`src/fault_ctl_pkg.sv`:
```
/*
 * Package for the PWM fault disable and enable control block: widths,
 * bank layout, filter lengths and mapping constants.
 * Assumes a single 50 MHz clock and synchronous active-high reset.
 */
package fault_ctl_pkg;
   localparam int          N_FAULT     = 4;
   localparam int          N_PWM       = 6;
   localparam int          MAP_W       = 8;
   localparam int          CLK_MHZ     = 50;
   // filter: one low cycle of arming, two high samples
   localparam int          FILT_SAMPLES = 2;
   localparam logic [1:0]  FILT_CNT_MAX = 2'h2;
   localparam logic [1:0]  PRSC_DIV1    = 2'h0;
   // map bits: low nibble routes bank a, high nibble bank b
   localparam int          MAP_A_LO    = 0;
   localparam int          MAP_B_LO    = 4;
   localparam logic [7:0]  MAP_RESET   = 8'hFF;
   localparam logic [11:0] MOD_RESET   = 12'h000;
   // pairs 1/2, 3/4, 5/6 map to map bits 0,1,2; bit 3 covers all
   localparam int          MAP_ALL_BIT = 3;
   localparam logic [3:0]  MANUAL_LEVEL_FREE = 4'h5; // inputs 1 and 3

   typedef enum logic [1:0] {
      EN_OFF    = 2'b00,
      EN_HOLDZ  = 2'b01,
      EN_DRIVE  = 2'b10
   } en_state_e;
endpackage

```
`src/pwm_fault_disable_enable.sv`:
```
/*
 * Fault protection and enable control of a six-output PWM generator:
 * fault filters, banks, write-once mapping, re-enable modes, event flags,
 * interrupt latches and module enable sequencing.
 * Assumes fault pins are asynchronous, generator pwm_raw_i and
 * cycle_start_i come from the same clock domain.
 */
`timescale 1ns/1ps

module pwm_fault_disable_enable (
   input  wire logic        clk_i,
   input  wire logic        reset_i,
   input  wire logic [3:0]  fault_pin_i,
   input  wire logic        soft_disable_bank_a_i,
   input  wire logic        soft_disable_bank_b_i,
   input  wire logic [7:0]  disable_map_wdata_i,
   input  wire logic        disable_map_we_i,
   input  wire logic [3:0]  fault_reenable_auto_i,
   input  wire logic [3:0]  fault_acknowledge_i,
   input  wire logic [3:0]  fault_irq_enable_i,
   input  wire logic        module_enable_i,
   input  wire logic        load_okay_i,
   input  wire logic        reload_irq_enable_i,
   input  wire logic        reload_flag_ack_i,
   input  wire logic        software_output_control_i,
   input  wire logic [5:0]  software_output_bit_i,
   input  wire logic [1:0]  prescaler_select_i,
   input  wire logic [11:0] modulus_buf_i,
   input  wire logic        cycle_start_i,
   input  wire logic [5:0]  pwm_raw_i,
   output logic      [3:0]  fault_pin_state_o,
   output logic      [3:0]  fault_event_flag_o,
   output logic      [3:0]  fault_irq_o,
   output logic             reload_flag_o,
   output logic             reload_irq_o,
   output logic      [7:0]  disable_map_o,
   output logic      [5:0]  pwm_o,
   output logic      [5:0]  pwm_oe_o,
   output logic      [11:0] modulus_used_o,
   output logic             load_values_o,
   output logic             generator_run_o
);
   logic [3:0]  sync1_r;
   logic [3:0]  sync2_r;
   logic [3:0]  pin_r;
   logic [3:0]  pin_nxt;
   logic [3:0]  flag_r;
   logic [3:0]  irq_r;
   logic [3:0]  dis_r;
   logic [1:0]  soft_dis_r;
   logic [7:0]  map_r;
   logic        map_locked_r;
   logic        en_prev_r;
   logic        reload_flag_r;
   logic        reload_irq_r;
   logic [11:0] mod_r;
   logic        load_r;
   fault_ctl_pkg::en_state_e en_st_r;
   fault_ctl_pkg::en_state_e en_nxt;

   // filter: arm after one low sample, then count high samples
   wire [3:0] filt_rise;
   wire [3:0] filt_fall;
   genvar g;
   generate
      for (g = 0; g < fault_ctl_pkg::N_FAULT; g++) begin : g_filt
         fault_input_filter #(
            .CNT_MAX (fault_ctl_pkg::FILT_CNT_MAX)
         ) i_filt (
            .clk_i   (clk_i),
            .reset_i (reset_i),
            .level_i (sync2_r[g]),
            .state_i (pin_r[g]),
            .rise_o  (filt_rise[g]),
            .fall_o  (filt_fall[g])
         );
      end
   endgenerate

   // pin state only from the filter, no write path
   assign pin_nxt = (pin_r | filt_rise) & ~filt_fall;

   // re-enable evaluation point: cycle start, or every clock under software output control
   wire eval_pt = software_output_control_i || cycle_start_i;

   // clear conditions per input
   wire [3:0] ack_now   = fault_acknowledge_i & flag_r;
   wire [3:0] man_clear = ~flag_r & (fault_ctl_pkg::MANUAL_LEVEL_FREE | ~pin_r);
   wire [3:0] auto_clear = ~pin_r;
   wire [3:0] can_clear = (fault_reenable_auto_i & auto_clear) | (~fault_reenable_auto_i & man_clear);
   wire [3:0] dis_nxt   = (dis_r & ~(can_clear & {4{eval_pt}})) | pin_nxt & filt_rise | pin_r & ~can_clear;

   // banks: faults 1,2 + soft a, faults 3,4 + soft b
   wire bank_a = dis_r[0] | dis_r[1] | soft_dis_r[0];
   wire bank_b = dis_r[2] | dis_r[3] | soft_dis_r[1];
   wire bank_a_now = bank_a | filt_rise[0] | filt_rise[1] | soft_disable_bank_a_i;
   wire bank_b_now = bank_b | filt_rise[2] | filt_rise[3] | soft_disable_bank_b_i;

   // route banks to pairs through the map
   wire [3:0] map_a = map_r[fault_ctl_pkg::MAP_A_LO +: 4];
   wire [3:0] map_b = map_r[fault_ctl_pkg::MAP_B_LO +: 4];
   wire [3:0] hit   = (map_a & {4{bank_a_now}}) | (map_b & {4{bank_b_now}});
   wire [2:0] pair_dis = hit[2:0] | {3{hit[fault_ctl_pkg::MAP_ALL_BIT]}};
   wire [5:0] out_dis = {{2{pair_dis[2]}}, {2{pair_dis[1]}}, {2{pair_dis[0]}}};

   // source select: software bits or generator; disabled forced inactive
   // next state is used so that pins drive on the clock after enable with PRSC_DIV1
   wire [5:0] src     = software_output_control_i ? software_output_bit_i
                        : (en_nxt == fault_ctl_pkg::EN_DRIVE ? pwm_raw_i : 6'h00);
   wire       drive   = software_output_control_i || en_nxt == fault_ctl_pkg::EN_DRIVE;
   wire       en_rise = module_enable_i && !en_prev_r;

   // enable sequencing
   always_comb begin
      en_nxt = en_st_r;
      case (en_st_r)
         fault_ctl_pkg::EN_OFF: begin
            if (module_enable_i)
               en_nxt = (prescaler_select_i == fault_ctl_pkg::PRSC_DIV1) ? fault_ctl_pkg::EN_DRIVE : fault_ctl_pkg::EN_HOLDZ;
         end
         fault_ctl_pkg::EN_HOLDZ: begin
            if (!module_enable_i)
               en_nxt = fault_ctl_pkg::EN_OFF;
            else if (cycle_start_i)
               en_nxt = fault_ctl_pkg::EN_DRIVE;
         end
         fault_ctl_pkg::EN_DRIVE: begin
            if (!module_enable_i)
               en_nxt = fault_ctl_pkg::EN_OFF;
         end
         default: begin
            en_nxt = fault_ctl_pkg::EN_OFF;
         end
      endcase
   end

   // two-flop synchroniser for the asynchronous fault pins
   always_ff @(posedge clk_i) begin
      sync1_r <= fault_pin_i;
      sync2_r <= sync1_r;
   end

   // pin state and per-input disable
   always_ff @(posedge clk_i) begin
      if (reset_i) begin
         pin_r <= 4'h0;
         dis_r <= 4'h0;
      end else begin
         pin_r <= pin_nxt;
         dis_r <= dis_nxt;
      end
   end

   // a new filtered edge wins over an acknowledge in the same cycle for the flag, and for the interrupt only while the flag is clear
   wire [3:0] flag_nxt = (flag_r & ~fault_acknowledge_i) | filt_rise;
   wire [3:0] irq_nxt  = ((irq_r & ~ack_now) | (filt_rise & ~flag_r)) & fault_irq_enable_i;

   always_ff @(posedge clk_i) begin
      if (reset_i) begin
         flag_r <= 4'h0;
         irq_r  <= 4'h0;
      end else begin
         flag_r <= flag_nxt;
         irq_r  <= irq_nxt;
      end
   end

   // soft disable: set at once, drop at evaluation point
   always_ff @(posedge clk_i) begin
      if (reset_i)
         soft_dis_r <= 2'h0;
      else
         soft_dis_r <= {soft_disable_bank_b_i, soft_disable_bank_a_i}
                       | (soft_dis_r & {2{!eval_pt}});
   end

   // write-once mapping
   always_ff @(posedge clk_i) begin
      if (reset_i) begin
         map_r        <= fault_ctl_pkg::MAP_RESET;
         map_locked_r <= 1'b0;
      end else if (disable_map_we_i && !map_locked_r) begin
         map_r        <= disable_map_wdata_i;
         map_locked_r <= 1'b1;
      end
   end

   // reload on first enable and at each cycle start while enabled
   wire reload_evt = en_rise || (module_enable_i && cycle_start_i);
   wire mod_load   = load_okay_i && (en_rise || cycle_start_i);

   always_ff @(posedge clk_i) begin
      if (reset_i) begin
         en_prev_r <= 1'b0;
         en_st_r   <= fault_ctl_pkg::EN_OFF;
         load_r    <= 1'b0;
      end else begin
         en_prev_r <= module_enable_i;
         en_st_r   <= en_nxt;
         load_r    <= en_rise || (module_enable_i && cycle_start_i && load_okay_i);
      end
   end

   // modulus is not cleared by a disable; a cycle start with load_okay_i loads it even while disabled
   always_ff @(posedge clk_i) begin
      if (reset_i)
         mod_r <= fault_ctl_pkg::MOD_RESET;
      else if (mod_load)
         mod_r <= modulus_buf_i;
   end

   // reload flag and request survive a disable
   always_ff @(posedge clk_i) begin
      if (reset_i) begin
         reload_flag_r <= 1'b0;
         reload_irq_r  <= 1'b0;
      end else begin
         if (reload_evt)
            reload_flag_r <= 1'b1;
         else if (reload_flag_ack_i)
            reload_flag_r <= 1'b0;
         if (reload_evt && reload_irq_enable_i)
            reload_irq_r <= 1'b1;
         else if (reload_flag_ack_i || !reload_irq_enable_i)
            reload_irq_r <= 1'b0;
      end
   end

   // output pins: registered level and drive enable per pin
   generate
      for (g = 0; g < fault_ctl_pkg::N_PWM; g++) begin : g_pin
         pwm_pin_stage i_pin (
            .clk_i     (clk_i),
            .reset_i   (reset_i),
            .level_i   (src[g]),
            .disable_i (out_dis[g]),
            .drive_i   (drive),
            .pin_o     (pwm_o[g]),
            .oe_o      (pwm_oe_o[g])
         );
      end
   endgenerate

   assign fault_pin_state_o  = pin_r;
   assign fault_event_flag_o = flag_r;
   assign fault_irq_o        = irq_r;
   assign reload_flag_o      = reload_flag_r;
   assign reload_irq_o       = reload_irq_r;
   assign disable_map_o      = map_r;
   assign modulus_used_o     = mod_r;
   assign load_values_o      = load_r;
   assign generator_run_o    = en_prev_r;
endmodule

// one fault input: arm on a low sample, then count high samples
module fault_input_filter #(
   parameter logic [1:0] CNT_MAX = fault_ctl_pkg::FILT_CNT_MAX
) (
   input  wire logic clk_i,
   input  wire logic reset_i,
   input  wire logic level_i,
   input  wire logic state_i,
   output logic      rise_o,
   output logic      fall_o
);
   logic [1:0] hi_cnt_r;
   logic       armed_r;

   wire last_sample = (hi_cnt_r == CNT_MAX - 2'h1);
   wire counting    = armed_r && (hi_cnt_r != CNT_MAX);

   // second high sample of an armed edge is a genuine fault
   assign rise_o = armed_r && level_i && last_sample;
   // one low sample ends the pin state
   assign fall_o = state_i && !level_i;

   always_ff @(posedge clk_i) begin
      if (reset_i) begin
         hi_cnt_r <= 2'h0;
         armed_r  <= 1'b0;
      end else if (!level_i) begin
         // any low sample re-arms the edge detector
         hi_cnt_r <= 2'h0;
         armed_r  <= 1'b1;
      end else if (counting) begin
         hi_cnt_r <= hi_cnt_r + 2'h1;
         armed_r  <= !rise_o;
      end
   end
endmodule

// one output pin: registered level and drive enable
module pwm_pin_stage (
   input  wire logic clk_i,
   input  wire logic reset_i,
   input  wire logic level_i,
   input  wire logic disable_i,
   input  wire logic drive_i,
   output logic      pin_o,
   output logic      oe_o
);
   // a disabled pin is held at its inactive level
   wire level_nxt = level_i && !disable_i;

   always_ff @(posedge clk_i) begin
      if (reset_i) begin
         pin_o <= 1'b0;
         oe_o  <= 1'b0;
      end else begin
         pin_o <= level_nxt;
         oe_o  <= drive_i;
      end
   end
endmodule

```
`config.mk`:
```
export PLATFORM = sky130hd
export DESIGN_NAME = pwm_fault_disable_enable
export DESIGN_NICKNAME = d
export VERILOG_FILES = /design/src/fault_ctl_pkg.sv /design/src/pwm_fault_disable_enable.sv
export SDC_FILE = /design/constraint.sdc
export NUM_CORES = 1
export LEC_CHECK = 0
export BUFFER_PORTS_ARGS = -buffer_cell sky130_fd_sc_hd__buf_2
export CORE_MARGIN = 8
export CORE_UTILIZATION = 44
export CTS_CLUSTER_DIAMETER = 100
export DETAILED_ROUTE_END_ITERATION = 7
export PLACE_DENSITY = 0.76
export SKIP_CTS_REPAIR_TIMING = 1
export SLEW_MARGIN = 40
export SYNTH_ARGS = -nofsm -noshare
export SYNTH_HDL_FRONTEND = slang
export SYNTH_SLANG_ARGS = --single-unit
```
`constraint.sdc`:
```
create_clock -name clk_i -period 1.6 [get_ports clk_i]
set_clock_uncertainty 0.15 [all_clocks]
set_input_delay 0 -clock clk_i [delete_from_list [all_inputs] [get_ports clk_i]]
set_output_delay 0 -clock clk_i [all_outputs]
set_load 0.02 [all_outputs]
```
==> metrics <==
top-count cell post-synth=dfxtp_1; start point of the critical path=soft_dis_r[0]; first-pass GRT wire length=10.31 mm; H-tree levels=3; fillcell total=471; CTS Sinks=72; Setup CP Type=reg -> reg; Synth top area share=0.5044; area leader, netlist=dfxtp_1; synthesized area=0.002858 mm2; drt first pass iters=4; headroom to the max-slew limit=0.6538; Post-Syn Instances=slightly above 300; sequential area share after synthesis=0.5044; Nets=between 500 and 600; synthesis-to-layout area growth=53.63%; Syn Nets=between 300 and 400; GRT Overall Usage=0.1406; R2R depth=5; Critical Path Source Type=flop; Critical Path Fanout Max=3; simple-gate share of the synthesized area=0.1913; Post-Synth XOR/XNOR Area=0.01226; GRT Residual Overflow=0; compound-cell area share of the yosys netlist=0.1344; Area contributors post-synth=dfxtp_1 50%, nor2_1 6.0%, a21oi_1 4.9%; # rows=29; vias in the first global route=2400; commonest cells in the netlist=72 x dfxtp_1, 46 x nor2_1, 28 x a21oi_1, 20 x inv_1, 18 x nor2b_1; DR WL/cell=14.13 um; largest net degree at the start of global routing=just over 50; post-route DRC violation count=0; Final period util=1.061; detailed placement HPWL=5.153 mm; Async SR Flop Fraction=0; Top Ports=~110; worst-case clock buffer depth=2; initial antenna violation count=0; Slew Viols, Final=0; reg2reg setup slack=-0.1 ns; Hold Path Class=in -> reg; Worst Setup Slack, final=-0.09754 ns; final hold violation count=0; largest family of logic cells by synthesized area=simple AND/OR/NAND/NOR gates; yosys warns=0; die area=a little over 0.009 mm2; final core occ=0.6954; Vias/cell=~4.9; total power=3908 uW; initial core utilization=0.4526; number of synthesized flops with an enable pin=0; clk_lat worst skew=approximately 0.33 ns; Synth Area in Adders=0.03503; Hold WS=between 0.04 and 0.05 ns; initial DRC count=110; IO buf count=approximately 110; R2R Path End=g_pin[1].i_pin.pin_o; clock tree root driver cell=clkbuf_8; count of state elements after synthesis=a little over 70; crit path DAT=1.81 ns; layout cell share with drive strength beyond 1=0.3161; Worst R2R Start=soft_dis_r[0]; Vias=around 2700; Synth Area per Inst=9.463 um2; WP data required=roughly 1.7 ns; top_reg_cell synth=dfxtp_1; clk slew on worst S/H paths=0.07 ns; CTS tree=done; Cell variety after synth=33; Max rail drop VDD=0.6571 mV; Horiz. Die Dim=a little under 100 um; Hold Path Origin=prescaler_select_i[0]; WHS Path Cells=5; CP endpoint kind=flop; final critical-path required period=between 1.5 and 2 ns; final setup fails=6; Max Clk Rate=589.1 MHz; diode count=0; run status=complete, but fails checks; GP Congestion=around 0.74; cell area power density=~890 mW/mm2; post-synthesis mux area share=0.04203; RSZ-0062 raised after global routing=true; DRT Wirelength=a little under 8 mm; post-route ant nets=0; Leak=approximately 0.002 uW; failing checks=negative setup slack; Die Ht=roughly 97 um; Hold Path End=g_pin[3].i_pin.oe_o; Max-cap violations=0; worst slew pin tran=~0.52 ns; core footprint=roughly 0.0063 mm2; CTS Buf Count=9
## cell type report
class	instances	area (um2)	area share
flip-flops and latches	72	1445	0.3292
multi-input cells	186	1244	0.2833
well taps	77	96.34	0.02194
clock inverters	4	45.04	0.01026
repair buffers	190	1350	0.3075
clock buffers	12	135.1	0.03078
inverters	20	75.07	0.01710
## power breakdown
part | switching (uW) | leakage [uW] | internal, uW
Combinational | 304 | 0.00133 | 344
Clock | 613 | 0.0000941 | 714
Sequential | 54.8 | 0.000593 | 1880
## layer usage
metal | part of all wire | wire length [um] | GRT usage | up-vias
met5 | 0 | 0 | 0 | -
met4 | 0.017 | 137 | 0.07566 | 0
met3 | 0.078 | 621 | 0.04482 | 14
met2 | 0.52 | 4093 | 0.2401 | 76
met1 | 0.39 | 3074 | 0.1517 | 1268
li1 | - | - | - | 1364
## state kept, by name (all words and copies together), names as in the netlist, 2 cells and up
name	count
fault_pin_state_o	4
g_pin.i_pin.pin_o	6
g_filt.i_filt.armed_r	4
soft_dis_r	2
dis_r	4
fault_irq_o	4
modulus_used_o	12
disable_map_o	8
fault_event_flag_o	4
en_st_r	2
g_filt.i_filt.hi_cnt_r	8
sync2_r	4
sync1_r	4
## placed cells by master, fill, tap and decap left out, drive strengths merged, types with 9 or more instances in the layout
master,n
buf,124
dfxtp,72
dlygate4sd3,66
nor2,46
a21oi,28
inv,20
nor2b,18
mux2i,12
clkbuf,12
o21ai,9
## stage by stage
| stage | setup TNS [ns] | worst slack (ns) | area [um2] | instances |
|---|---|---|---|---|
| 6_report | -0.5181 | -0.09754 | 4390 | 561 |
| 5_1_grt | -0.8828 | -0.1582 | 4390 | 561 |
| 4_1_cts | -0.2792 | -0.05881 | 3630 | 492 |
| 3_5_place_dp | -0.1488 | -0.03768 | 3450 | 476 |
| 3_3_place_gp | 0 | 0.02421 | 3450 | 476 |
| 2_1_floorplan | 0 | 0.08273 | 2858 | 302 |
## how the worst max path moves through the flow
stage	cells after the start	to	slack, ns
floorplan	5	modulus_used_o[10]	0.08
global route	5	g_pin[3].i_pin.pin_o	-0.16
global placement	6	g_pin[3].i_pin.pin_o	0.02
CTS	6	g_pin[3].i_pin.pin_o	-0.06
finish	5	g_pin[1].i_pin.pin_o	-0.1
detailed placement	6	g_pin[3].i_pin.pin_o	-0.04
## cell families after synthesis
logic type      count (synthesis)
flops                          72
mux                            12
buf+inv                        44
simple gates                  101
xor+xnor                        4
fa+ha+maj                       8
compound gates                 61
## critical path, cell delays in order (launching register included)
cell and delay [ns]:
dfxtp_2 0.32, or4_4 0.53, nor4_4 0.27, buf_6 0.17
o22ai_4 0.07, a21oi_2 0.12
(Power assumes the default switching activity.)
